===== src/hdl/bars_pkg.sv =====
// Shared constants and types of the bridge converter serial readout block
package bars_pkg;

  // ****************************************
  // Widths
  // ****************************************
  localparam int DATA_W = 24;                 // Result code width
  localparam int RAW_W  = 26;                 // Modulator word width, with headroom
  localparam int CNT_W  = 5;                  // Pulse counter width
  localparam int TMR_W  = 22;                 // Conversion timer width
  localparam int PD_W   = 11;                 // Power-down timer width
  localparam int ACT_W  = 8;                  // Crystal activity timer width

  // ****************************************
  // Timing
  // ****************************************
  localparam int CLK_HZ     = 20_000_000;     // Core clock rate
  localparam int INT_SPS_LO = 10;             // Results per second, rate pin low
  localparam int INT_SPS_HI = 80;             // Results per second, rate pin high
  localparam int INT_CYC_LO = CLK_HZ / INT_SPS_LO;
  localparam int INT_CYC_HI = CLK_HZ / INT_SPS_HI;
  localparam int EXT_DIV_LO = 1_105_920;      // Source periods per result, rate low
  localparam int EXT_DIV_HI = 138_240;        // Source periods per result, rate high
  localparam int PD_TIME_US = 60;             // High time that means power down
  localparam int PD_CYC     = (PD_TIME_US * (CLK_HZ / 1000) + 999) / 1000;
  localparam logic [PD_W-1:0] PD_CYC_L = PD_W'(PD_CYC);
  localparam logic [ACT_W-1:0] ACT_WIN = 8'hFF; // Quiet cycles before source is lost

  // ****************************************
  // Codes and pulse counts
  // ****************************************
  localparam logic [DATA_W-1:0] CODE_MAX = 24'h7FFFFF;
  localparam logic [DATA_W-1:0] CODE_MIN = 24'h800000;
  localparam logic [CNT_W-1:0]  PULSES_A128 = 5'h19;
  localparam logic [CNT_W-1:0]  PULSES_B32  = 5'h1A;
  localparam logic [CNT_W-1:0]  PULSES_A64  = 5'h1B;
  localparam logic [CNT_W-1:0]  LAST_BIT    = 5'h18;
  localparam logic [CNT_W-1:0]  CNT_MAX     = 5'h1F;

  // ****************************************
  // Register map
  // ****************************************
  localparam logic [7:0] REG_CTRL   = 8'h00;
  localparam logic [7:0] REG_STATUS = 8'h04;
  localparam logic [7:0] REG_RESULT = 8'h08;
  localparam logic [7:0] REG_PULSES = 8'h0C;
  localparam logic [1:0] CTRL_RST   = 2'h1;   // Running, oscillator auto
  localparam int CTRL_RUN_BIT = 0;
  localparam int CTRL_INT_BIT = 1;
  localparam int ST_ERR_BIT   = 8;

  typedef enum logic [1:0] {
    ST_IDLE  = 2'h0,
    ST_READY = 2'h1,
    ST_SHIFT = 2'h3,
    ST_DOWN  = 2'h2
  } bars_state_e;

  typedef enum logic [1:0] {
    GAIN_128 = 2'h0,
    GAIN_32  = 2'h1,
    GAIN_64  = 2'h2
  } bars_gain_e;

endpackage : bars_pkg


===== src/hdl/bars_sync.sv =====
// Two-stage synchroniser for pin inputs
`timescale 1ns/100ps
module bars_sync #(
  parameter int WIDTH = 1
) (
  input  wire logic             clk_in,   // Core clock
  input  wire logic             rst_n_in, // Synchronous reset, active low
  input  wire logic             ce_in,    // Clock enable
  input  wire logic [WIDTH-1:0] d_in,     // Asynchronous levels
  output logic      [WIDTH-1:0] q_out     // Synchronised levels
);

  // ****************************************
  // Stages
  // ****************************************
  logic [WIDTH-1:0] meta;

  // First stage feeds the second only
  always_ff @(posedge clk_in) begin
    if (!rst_n_in) begin
      meta  <= '0;
      q_out <= '0;
    end else if (ce_in) begin
      meta  <= d_in;
      q_out <= meta;
    end
  end

endmodule : bars_sync


===== src/hdl/bars_core.sv =====
// Serial readout, conversion timing and power-down control of the bridge converter
`timescale 1ns/100ps
// Behaviour
// - Data line stays high while no unread result exists
// - Data line goes low when a fresh result is ready
// - Each rising pulse presents one result bit, MSB first, 24 bits
// - Twenty-fifth pulse returns data line high until next result
// - Pulse count 25/26/27 selects A128, B32, A64 for next conversion
// - Results are 24-bit two's complement
// - Out-of-range input clamps to most negative or positive code
// - Clock pin high beyond 60 us enters power down
// - Clock pin low after power down resets and resumes converting
// - After reset or power down, channel A gain 128 is chosen
// - All state resets on power-up without host action
// - Internal oscillator gives 10 or 80 results per second by rate pin
// - Oscillator enabled when crystal input is grounded
// - Oscillator disabled while a crystal or external clock runs (kept on here while CTRL_INT_BIT is set)
// - External rate scales with source; 11.0592 MHz gives 10 or 80
// - External period is 1,105,920 or 138,240 source periods
module bars_core #(
  parameter int INT_CYC_LO = bars_pkg::INT_CYC_LO, // Core cycles per result, rate low
  parameter int INT_CYC_HI = bars_pkg::INT_CYC_HI, // Core cycles per result, rate high
  parameter int EXT_DIV_LO = bars_pkg::EXT_DIV_LO, // Source edges per result, rate low
  parameter int EXT_DIV_HI = bars_pkg::EXT_DIV_HI  // Source edges per result, rate high
) (
  input  wire logic                       clk_in,                        // Core clock
  input  wire logic                       rst_n_in,                      // Reset, active low
  input  wire logic                       ce_in,                         // Clock enable
  input  wire logic                       shift_clock_powerdown_pin_in,  // Host clock pin
  input  wire logic                       crystal_input_pin_in,          // Source pin
  input  wire logic                       rate_pin_in,                   // Rate select pin
  input  wire logic [bars_pkg::RAW_W-1:0] raw_sample_in,                 // Modulator word
  output logic                            data_out,                      // Serial data pin
  output logic                            powerdown_out,                 // Power-down state
  output logic                            osc_enable_out,                // Oscillator enable
  output logic                            chan_b_out,                    // Channel B chosen
  output logic [1:0]                      gain_out,                      // Gain code
  input  wire logic                       wb_cyc_in,                     // Bus cycle
  input  wire logic                       wb_stb_in,                     // Bus strobe
  input  wire logic                       wb_we_in,                      // Bus write
  input  wire logic [7:0]                 wb_adr_in,                     // Byte address
  input  wire logic [3:0]                 wb_sel_in,                     // Byte lanes
  input  wire logic [31:0]                wb_dat_in,                     // Write data
  output logic [31:0]                     wb_dat_out,                    // Read data
  output logic                            wb_ack_out                     // Bus acknowledge
);
  import bars_pkg::*;

  // ****************************************
  // Pin synchronisers
  // ****************************************
  logic [2:0] pins_s;
  logic       sck_s;
  logic       xtal_s;
  logic       rate_s;
  logic       sck_d;
  logic       xtal_d;

  bars_sync #(.WIDTH(3)) u_sync (
    .clk_in   (clk_in),
    .rst_n_in (rst_n_in),
    .ce_in    (ce_in),
    .d_in     ({shift_clock_powerdown_pin_in, crystal_input_pin_in, rate_pin_in}),
    .q_out    (pins_s)
  );

  assign sck_s  = pins_s[2];
  assign xtal_s = pins_s[1];
  assign rate_s = pins_s[0];

  // Edge history taken from the synchronised copies only
  always_ff @(posedge clk_in) begin
    if (!rst_n_in) begin
      sck_d  <= 1'b0;
      xtal_d <= 1'b0;
    end else if (ce_in) begin
      sck_d  <= sck_s;
      xtal_d <= xtal_s;
    end
  end

  wire sck_rise = sck_s & ~sck_d;
  wire ext_edge = xtal_s & ~xtal_d;

  // ****************************************
  // Declarations
  // ****************************************
  bars_state_e       state;
  bars_state_e       next_state;
  bars_gain_e        gain;
  bars_gain_e        next_gain;
  logic [CNT_W-1:0]  pcnt;
  logic [CNT_W-1:0]  next_pcnt;
  logic [CNT_W-1:0]  last_pulses;
  logic [CNT_W-1:0]  next_last;
  logic [DATA_W-1:0] shreg;
  logic [DATA_W-1:0] next_shreg;
  logic [DATA_W-1:0] result;
  logic [DATA_W-1:0] next_result;
  logic              dout;
  logic              next_dout;
  logic              err_evt;
  logic              serial_err;
  logic [1:0]        ctrl;
  logic [PD_W-1:0]   hi_cnt;
  logic [TMR_W-1:0]  tmr;
  logic [ACT_W-1:0]  act_cnt;
  logic              ext_active;
  logic              osc_en;
  logic              ack;
  logic [31:0]       rd_q;

  // ****************************************
  // Clock source detection
  // ****************************************
  // A quiet crystal pin means grounded; the source must toggle slower than clk/2
  always_ff @(posedge clk_in) begin
    if (!rst_n_in) begin
      act_cnt    <= '0;
      ext_active <= 1'b0;
    end else if (ce_in) begin
      if (ext_edge) begin
        act_cnt    <= '0;
        ext_active <= 1'b1;
      end else if (act_cnt == ACT_WIN) begin
        ext_active <= 1'b0;
      end else begin
        act_cnt <= act_cnt + 8'h01;
      end
    end
  end

  wire use_ext = ext_active & ~ctrl[CTRL_INT_BIT];

  // Oscillator runs while no outside source is seen or CTRL_INT_BIT of ctrl is set
  always_ff @(posedge clk_in) begin
    if (!rst_n_in) osc_en <= 1'b1;
    else if (ce_in) osc_en <= ~use_ext;
  end

  // ****************************************
  // Conversion timer
  // ****************************************
  // Period: core cycles on the oscillator, source edges otherwise
  wire [TMR_W-1:0] int_m1 = rate_s ? TMR_W'(INT_CYC_HI - 1) : TMR_W'(INT_CYC_LO - 1);
  wire [TMR_W-1:0] ext_m1 = rate_s ? TMR_W'(EXT_DIV_HI - 1) : TMR_W'(EXT_DIV_LO - 1);
  wire [TMR_W-1:0] tgt_m1 = use_ext ? ext_m1 : int_m1;
  wire             tick   = use_ext ? ext_edge : 1'b1;
  wire             run    = ctrl[CTRL_RUN_BIT] & (state != ST_DOWN);
  // Greater-or-equal keeps a rate change from stretching one period to wrap
  wire             conv_done = run & tick & (tmr >= tgt_m1);

  always_ff @(posedge clk_in) begin
    if (!rst_n_in) tmr <= '0;
    else if (ce_in) begin
      if (!run || conv_done) tmr <= '0;
      else if (tick) tmr <= tmr + 22'h000001;
    end
  end

  // ****************************************
  // Result clamp
  // ****************************************
  // In range when every headroom bit equals the result sign bit
  wire in_range = (raw_sample_in[RAW_W-1:DATA_W-1] == '0)
                | (raw_sample_in[RAW_W-1:DATA_W-1] == '1);
  wire [DATA_W-1:0] clamped = in_range ? raw_sample_in[DATA_W-1:0]
                            : (raw_sample_in[RAW_W-1] ? CODE_MIN : CODE_MAX);

  // ****************************************
  // Power-down detection
  // ****************************************
  wire pd_enter = sck_s & (hi_cnt == PD_CYC_L) & (state != ST_DOWN);

  // Counts high samples; saturates so a long high does not wrap
  always_ff @(posedge clk_in) begin
    if (!rst_n_in) hi_cnt <= '0;
    else if (ce_in) begin
      if (!sck_s) hi_cnt <= '0;
      else if (hi_cnt != PD_CYC_L) hi_cnt <= hi_cnt + 11'h001;
    end
  end

  // ****************************************
  // Readout state machine
  // ****************************************
  wire [CNT_W-1:0] pcnt_inc = (pcnt == CNT_MAX) ? pcnt : pcnt + 5'h01;
  wire             accept   = conv_done & ~sck_rise & (state != ST_SHIFT);

  always_comb begin
    next_state  = state;
    next_gain   = gain;
    next_pcnt   = pcnt;
    next_last   = last_pulses;
    next_shreg  = shreg;
    next_result = result;
    next_dout   = dout;
    err_evt     = 1'b0;
    if (pd_enter) begin
      next_state = ST_DOWN;
      next_dout  = 1'b1;
    end else begin
      unique case (state)
        ST_DOWN: begin
          if (!sck_s) begin
            next_state = ST_IDLE;
            next_pcnt  = '0;
            next_gain  = GAIN_128;
          end
        end
        ST_IDLE, ST_READY, ST_SHIFT: begin
          if (sck_rise) begin
            next_pcnt = pcnt_inc;
            if (state == ST_READY || (state == ST_SHIFT && pcnt < LAST_BIT)) begin
              next_dout  = shreg[DATA_W-1];
              next_shreg = {shreg[DATA_W-2:0], 1'b0};
              next_state = ST_SHIFT;
            end else if (state == ST_SHIFT) begin
              next_dout  = 1'b1;
              next_state = ST_IDLE;
            end
          end
          if (accept) begin
            next_result = clamped;
            next_shreg  = clamped;
            next_dout   = 1'b0;
            next_state  = ST_READY;
            next_pcnt   = '0;
            next_last   = pcnt;
            // Selection lands now, so it steers the conversion just starting
            if (pcnt == PULSES_A128) next_gain = GAIN_128;
            else if (pcnt == PULSES_B32) next_gain = GAIN_32;
            else if (pcnt == PULSES_A64) next_gain = GAIN_64;
            else if (pcnt != '0) err_evt = 1'b1;
          end
        end
      endcase
    end
  end

  // Power-on reset is the synchronous reset; no host action needed
  always_ff @(posedge clk_in) begin
    if (!rst_n_in) begin
      state       <= ST_IDLE;
      gain        <= GAIN_128;
      pcnt        <= '0;
      last_pulses <= '0;
      shreg       <= '0;
      result      <= '0;
      dout        <= 1'b1;
    end else if (ce_in) begin
      state       <= next_state;
      gain        <= next_gain;
      pcnt        <= next_pcnt;
      last_pulses <= next_last;
      shreg       <= next_shreg;
      result      <= next_result;
      dout        <= next_dout;
    end
  end

  assign data_out       = dout;
  assign powerdown_out  = (state == ST_DOWN);
  assign osc_enable_out = osc_en;
  assign chan_b_out     = (gain == GAIN_32);
  assign gain_out       = gain;

  // ****************************************
  // Wishbone slave
  // ****************************************
  wire bus_req  = wb_cyc_in & wb_stb_in;
  wire wr_take  = bus_req & wb_we_in & ack;
  wire hit_ctrl = (wb_adr_in == REG_CTRL);
  wire hit_stat = (wb_adr_in == REG_STATUS);
  wire hit_res  = (wb_adr_in == REG_RESULT);
  wire hit_pul  = (wb_adr_in == REG_PULSES);
  wire err_clr  = wr_take & hit_stat & wb_sel_in[1] & wb_dat_in[ST_ERR_BIT];
  wire [31:0] status_w = {23'h000000, serial_err, 2'h0, gain, chan_b_out,
                          use_ext, powerdown_out, (state == ST_READY)};
  wire [31:0] rd_data = hit_ctrl ? {30'h00000000, ctrl}
                      : hit_stat ? status_w
                      : hit_res  ? {8'h00, result}
                      : hit_pul  ? {27'h0000000, last_pulses}
                      : 32'h00000000;

  // One wait state; unmapped reads give zero, unmapped writes vanish
  always_ff @(posedge clk_in) begin
    if (!rst_n_in) begin
      ack  <= 1'b0;
      rd_q <= '0;
    end else if (ce_in) begin
      ack  <= bus_req & ~ack;
      if (bus_req && !ack) rd_q <= rd_data;
    end
  end

  // Writes land on the acknowledge edge, where the master samples ack
  always_ff @(posedge clk_in) begin
    if (!rst_n_in) ctrl <= CTRL_RST;
    else if (ce_in && wr_take && hit_ctrl && wb_sel_in[0]) ctrl <= wb_dat_in[1:0];
  end

  // Sticky error: a new event wins over a clear in the same cycle
  always_ff @(posedge clk_in) begin
    if (!rst_n_in) serial_err <= 1'b0;
    else if (ce_in) serial_err <= err_evt | (serial_err & ~err_clr);
  end

  assign wb_ack_out = ack;
  assign wb_dat_out = rd_q;
endmodule : bars_core


===== config.mk =====
export PLATFORM = sky130hd
export DESIGN_NAME = bars_core
export DESIGN_NICKNAME = d
export VERILOG_FILES = /design/src/hdl/bars_pkg.sv /design/src/hdl/bars_sync.sv /design/src/hdl/bars_core.sv
export SDC_FILE = /design/constraint.sdc
export NUM_CORES = 1
export LEC_CHECK = 0
export BUFFER_PORTS_ARGS = -buffer_cell sky130_fd_sc_hd__buf_2
export CORE_UTILIZATION = 53
export CTS_BUF_LIST = sky130_fd_sc_hd__clkbuf_4 sky130_fd_sc_hd__clkbuf_8
export CTS_CLUSTER_DIAMETER = 100
export DETAILED_ROUTE_END_ITERATION = 6
export PLACE_DENSITY = 0.79
export SLEW_MARGIN = 20
export SYNTH_ARGS = -nofsm -noshare
export SYNTH_HDL_FRONTEND = slang
export SYNTH_HIERARCHICAL = 1
export SYNTH_SLANG_ARGS = --single-unit

===== constraint.sdc =====
create_clock -name clk_in -period 2.7 [get_ports clk_in]
set_clock_uncertainty 0.1 [all_clocks]
set_input_delay 0.135 -clock clk_in [delete_from_list [all_inputs] [get_ports clk_in]]
set_output_delay 0.135 -clock clk_in [all_outputs]
set_load 0.02 [all_outputs]

Word-level counts from Yosys, hierarchy flattened. Index checks and enable logic that the tools add are counted.

Bits in registers: 150. Output and inout port bits: 39. Logic and storage cells: 164. Input port bits: 79.

Multiplexer cells: 51. Bitwise operators: 28. Add/sub/neg operators: 4. Magnitude comparators: 2. Eq/ne operators: 27. Reduce and logical (&&, ||, !) cells: 32.

Operator list (number): 24-bit 2-to-1 mux (8); 21-bit 2-to-1 mux (3); 22-bit 2-to-1 mux (2); 5-bit 2-to-1 mux (5); 22-bit by 1-bit adder with 22-bit output, second input constant (1); 22-bit by 21-bit greater-or-equal comparator with 1-bit output (1); 11-bit 2-to-1 mux (2); 5-bit equality test, second input constant (4); 2-bit 2-to-1 mux (10); 1-bit AND (18); 8-bit by 4-bit equality test with 1-bit output, second input constant (2); 1-bit 2-to-1 mux (16); 8-bit 2-to-1 mux (2); 5-bit AND reduction (3); 2-bit inequality test, second input constant (6); 4-bit AND reduction (3); 11-bit by 1-bit adder with 11-bit output, second input constant (1); 11-bit equality test, second input constant (1); 11-bit inequality test, second input constant (1); 5-bit case mux with 2 select lines (1); 2-bit AND reduction (5); 2-bit nonzero test (5); 3-bit inequality test, second input constant (3); 8-bit by 1-bit adder with 8-bit output, second input constant (1); other kinds (22) (40).

Longest topological paths before layout.
Word-level depth: 11. Mapped depth: 15.

Hierarchy. Netlist, hierarchy kept.

Modules (own cells, without submodules): bars_core (sequential area each 2722.6 um2, cells each 809, area each 6646.4 um2, times used 1); bars_sync (sequential area each 120.1 um2, cells each 19, area each 229.0 um2, times used 1).

Worst setup path after synthesis. Ideal clock, no wire load.

Path type: reg2reg. Start point: reg ctrl[1]. End point: reg shreg[16]. Clock period less this slack: 2885 ps. Required time: 2454 ps. Buffers on the path: 3. Cell stages (with the launch flop): 14. Setup slack: -185 ps. Arrival time: 2638 ps. Path through: dfxtp_1 -> nand2b_1 -> buf_4 -> ha_1 -> inv_1 -> ha_1 -> nand4_1 -> or3_4 -> a211oi_4 -> nor2_4 -> a21oi_4 -> buf_6 -> buf_2 -> a211oi_1.

Longest elaborated chain between the ends: 9.

RTL lines: start: declaration (RTL line bars_core.sv:104) `logic [1:0] ctrl;`; start signal: assignment (RTL line bars_core.sv:300) `else if (ce_in && wr_take && hit_ctrl && wb_sel_in[0]) ctrl <= wb_dat_in[1:0];`; 1-bit NOT * (RTL line bars_core.sv:133) `wire use_ext = ext_active & ~ctrl[CTRL_INT_BIT];`; 1-bit AND * (RTL line bars_core.sv:133); 21-bit 2-to-1 mux or 1-bit 2-to-1 mux (tied branches) (RTL line bars_core.sv:147, bars_core.sv:148); 22-bit by 21-bit greater-or-equal comparator with 1-bit output or 1-bit AND (tied branches) (RTL line bars_core.sv:151) `wire conv_done = run & tick & (tmr >= tgt_m1);`; 1-bit AND * (RTL line bars_core.sv:151); 1-bit AND * (2 in series) (RTL line bars_core.sv:188) `wire accept = conv_done & ~sck_rise & (state != ST_SHIFT);`; 2-bit nonzero test (no line); 5-bit AND reduction (no line); end signal: assignment (RTL line bars_core.sv:256) `shreg <= next_shreg;`; end: declaration (RTL line bars_core.sv:96) `logic [DATA_W-1:0] shreg;`.

Mark *: on every way between the ends. The rest lies on a longest branch, timed or not. A chain may end at the register's enable or synchronous reset.

Worst setup path after layout.
Start point: reg ctrl[1]. End point: reg shreg[7].

The elaborated chain is that of the path after synthesis.

==> impl_metrics.env <==
export IMPL_outcome="finished, violations left"
export IMPL_violations="negative setup slack"
export IMPL_crit_path_end_kind="register"
export IMPL_avgSynthCellArea_um2=8.304
export IMPL_whs_endpoint="osc_enable_out$_SDFFE_PN1P_"
export IMPL_p_switching_mw=1.048
export IMPL_timing_final_ws_setup_ns=-0.2980
export IMPL_yosysTopAreaCell="dfxtp_1"
export IMPL_layout_nets=1062
export IMPL_clockBufferDepth=2
export IMPL_grt_pass1_vias=5678
export IMPL_p_leak_nw=3.495
export IMPL_p_sw_share_pct=24.20
export IMPL_slew_violations=0
export IMPL_die_w_um=115.9
export IMPL_synthArstFlopShare_pct=0
export IMPL_seq_area_frac_synth_pct=41.35
export IMPL_synth_edff_count=0
export IMPL_cts_tree="built"
export IMPL_cts_buffers=17
export IMPL_fin_crit_sh_pct=111.0
export IMPL_drive_gt1_share_pct=30.65
export IMPL_crit_type="register to register"
export IMPL_timing_slew_headroom_pct=58.06
export IMPL_placed_area_um2=7755
export IMPL_ys_flop_type="dfxtp_1"
export IMPL_first_pass_iters=6
export IMPL_max_vdd_ir_drop_v=0.0003468
export IMPL_grt_pass1_wl_um=27420
export IMPL_syn_cell_area_um2=6875
export IMPL_final_area_um2=9034
export IMPL_hold_viol_final=0
export IMPL_dr_total_vias=6592
export IMPL_port_buffers=78
export IMPL_hp_class="input port to register"
export IMPL_synthCells=828
export IMPL_p_clk_share_pct=44.5
export IMPL_internal_power_mw=3.282
export IMPL_drv_cap=0
export IMPL_worstPathMaxFanout=18
export IMPL_dp_hpwl_um=11540
export IMPL_arrival_ns=3.28
export IMPL_fp_dieH_um=115.9
export IMPL_r2r_slack_ns=-0.30
export IMPL_area_growth_pct=31.39
export IMPL_p_seq_share_pct=48.9
export IMPL_r2r_start="ctrl[1]$_SDFFE_PN0P_"
export IMPL_rows=41
export IMPL_combPwrFrac_pct=6.6
export IMPL_max_freq_mhz=333.6
export IMPL_worstMarginPinSlew_ns=0.6282
export IMPL_dieArea_um2=13430
export IMPL_r2r_end="shreg[7]$_SDFFE_PN0P_"
export IMPL_netlist_top_cells_count="nor2_1, dfxtp_1, a21oi_1"
export IMPL_synth_most_common_cell="nor2_1"
export IMPL_wire_per_inst_um=16.94
export IMPL_place_congestion=0.8619
export IMPL_ant_nets=0
export IMPL_path_clk_slew_ns=0.09
export IMPL_via_per_inst=5.777
export IMPL_setup_violations=85
export IMPL_clkSinkCount=142
export IMPL_required_ns=2.98
export IMPL_hp_start="rst_n_in"
export IMPL_hold_depth=3
export IMPL_overflow=0
export IMPL_startpoint_type="register"
export IMPL_ys_types=66
export IMPL_ctsHtreeMaxLevel=4
export IMPL_totalWireLength_um=19320
export IMPL_p_per_area_nw_per_um2=479.3
export IMPL_min_period_ns=2.998
export IMPL_cts_root_buf="clkbuf_8"
export IMPL_io_pin_count=118
export IMPL_grt_antenna_before_repair=0
export IMPL_yosysTopAreaCellShare_pct=41.35
export IMPL_start_util_pct=54.48
export IMPL_synth_seq_cells=142
export IMPL_drc=0
export IMPL_drt_iter0_drc=661
export IMPL_pre_cts_ws_ns=-0.2663
export IMPL_core_um2=12620
export IMPL_ys_warn_count=6
export IMPL_rsz0062_at_grt="yes"
export IMPL_r2r_cells=12
export IMPL_synth_area_leaders="dfxtp_1, nor2_1, a21oi_1, ha_1, nand2_1"
export IMPL_n_antenna_cell=0
export IMPL_clk_latency_ns=0.46
export IMPL_grt_max_degree=61
export IMPL_grt_usage_pct=26.22
stage by stage:
stage	cells	hold WS, ns	setup TNS [ns]	power (mW)	utilization [%]
floorplan	835	0.1632	-1.129	2.330	-
global placement	1074	0.2667	-6.801	2.413	61.45
detailed placement	1074	0.2654	-11.31	2.414	61.45
CTS	1127	0.006739	-6.963	4.322	67.81
global route	1141	0.02494	-21.54	4.464	71.58
finish	1141	0.02239	-15.37	4.329	71.58
per-layer routing:
layer | GRT usage, % | up-vias | part of all wire [%] | wire [um]
met1 | 35.39 | 3102 | 43 | 8357
li1 | - | 3130 | - | -
met5 | 0 | - | 0 | 0
met4 | 7.863 | 0 | 2.5 | 486
met2 | 41.90 | 304 | 48 | 9191
met3 | 5.805 | 56 | 6.7 | 1289
flip-flops by register name (all words and copies together) (netlist names), 5 cells and up:
signal	count
result	24
shreg	24
wb_dat_out	24
tmr	22
hi_cnt	11
act_cnt	8
last_pulses	5
pcnt	5
timing repair:
action	4_1_cts	5_1_grt
setup buffers	5	8
endpoints found under the setup margin	84	86
hold buffers	11	0
cloned	5	7
endpoints found under the hold margin	12	0
pin swaps	3	23
gates resized for setup	29	52
logic make-up (layout without fill, tap and decap cells):
logic type / Yosys count / count (layout) / synth area share (%)
compound gates: 168 / 168 / 16.62
flops: 142 / 142 / 41.35
fa+ha+maj: 27 / 27 / 4.913
mux: 17 / 17 / 2.875
simple gates: 364 / 364 / 24.26
other cells: 1 / 8 / 0.05454
buf+inv: 75 / 209 / 5.605
xor+xnor: 34 / 34 / 4.331
layout by cell type, fill, tap and decap left out, types with 4 or more instances in the layout:
cell type | netlist | layout
buf_4 | 13 | 41
nand4b_1 | 5 | 5
a211oi_2 | 10 | 19
buf_12 | 0 | 7
inv_1 | 17 | 14
ha_1 | 27 | 20
ha_4 | 0 | 6
buf_2 | 8 | 79
nand2_1 | 65 | 63
and3_1 | 5 | 5
nor2b_1 | 9 | 9
nand4_1 | 14 | 14
clkbuf_8 | 0 | 19
nor3_2 | 0 | 22
xor2_1 | 22 | 22
or3_1 | 6 | 5
clkbuf_16 | 0 | 6
bufinv_16 | 0 | 4
nor3_1 | 43 | 19
or2_2 | 4 | 4
xnor2_1 | 12 | 12
dfxtp_1 | 142 | 140
a22oi_1 | 23 | 23
nand2b_1 | 7 | 6
mux2i_1 | 13 | 13
o21ai_0 | 13 | 12
buf_6 | 6 | 12
dlygate4sd3_1 | 0 | 11
and2_1 | 6 | 6
a21oi_1 | 77 | 47
a31oi_1 | 6 | 6
nor2_1 | 160 | 157
nand3_1 | 26 | 26
conb_1 | 1 | 8
a21oi_2 | 0 | 29
layout make-up:
type / instances / area [um2]
Multi-Input combinational cell: 618 / 4130
Fill cell: 878 / 3586
Sequential cell: 142 / 2845
Timing Repair Buffer: 159 / 1321
Clock buffer: 20 / 269.0
Tap cell: 172 / 215.2
Clock inverter: 12 / 182.7
Inverter: 18 / 70.07
how the worst max path moves through the flow:
stage          cells past startpoint  slack (ns)            startpoint                       to
2_1_floorplan                     14       -0.08  ctrl[1]$_SDFFE_PN0P_   shreg[10]$_SDFFE_PN0P_
3_3_place_gp                      13       -0.19  ctrl[1]$_SDFFE_PN0P_  result[12]$_SDFFE_PN0P_
3_5_place_dp                      13       -0.27  ctrl[1]$_SDFFE_PN0P_  result[13]$_SDFFE_PN0P_
4_1_cts                           14       -0.17  ctrl[1]$_SDFFE_PN0P_  result[19]$_SDFFE_PN0P_
5_1_grt                           15       -0.36  ctrl[1]$_SDFFE_PN0P_   shreg[20]$_SDFFE_PN0P_
6_report                          12       -0.30  ctrl[1]$_SDFFE_PN0P_    shreg[7]$_SDFFE_PN0P_
worst max-delay path, stage by stage (launching register included):
cell,delay [ns]
dfxtp_2,0.34
nand2b_4,0.18
ha_4,0.16
inv_4,0.05
ha_4,0.26
nand4_1,0.15
or3_4,0.44
a211oi_4,0.29
nor2_4,0.14
buf_12,0.19
nor3_1,0.29
a21oi_2,0.07
a211oi_2,0.24
power by group through the flow:
stage	Combinational, mW	Sequential (mW)	Clock, mW
6_report	0.285	2.12	1.93
3_3_place_gp	0.246	2.17	0
2_1_floorplan	0.164	2.17	0
4_1_cts	0.267	2.12	1.94
3_5_place_dp	0.247	2.17	0
5_1_grt	0.307	2.12	2.04
No activity file was read; power rests on OpenSTA's default activity.
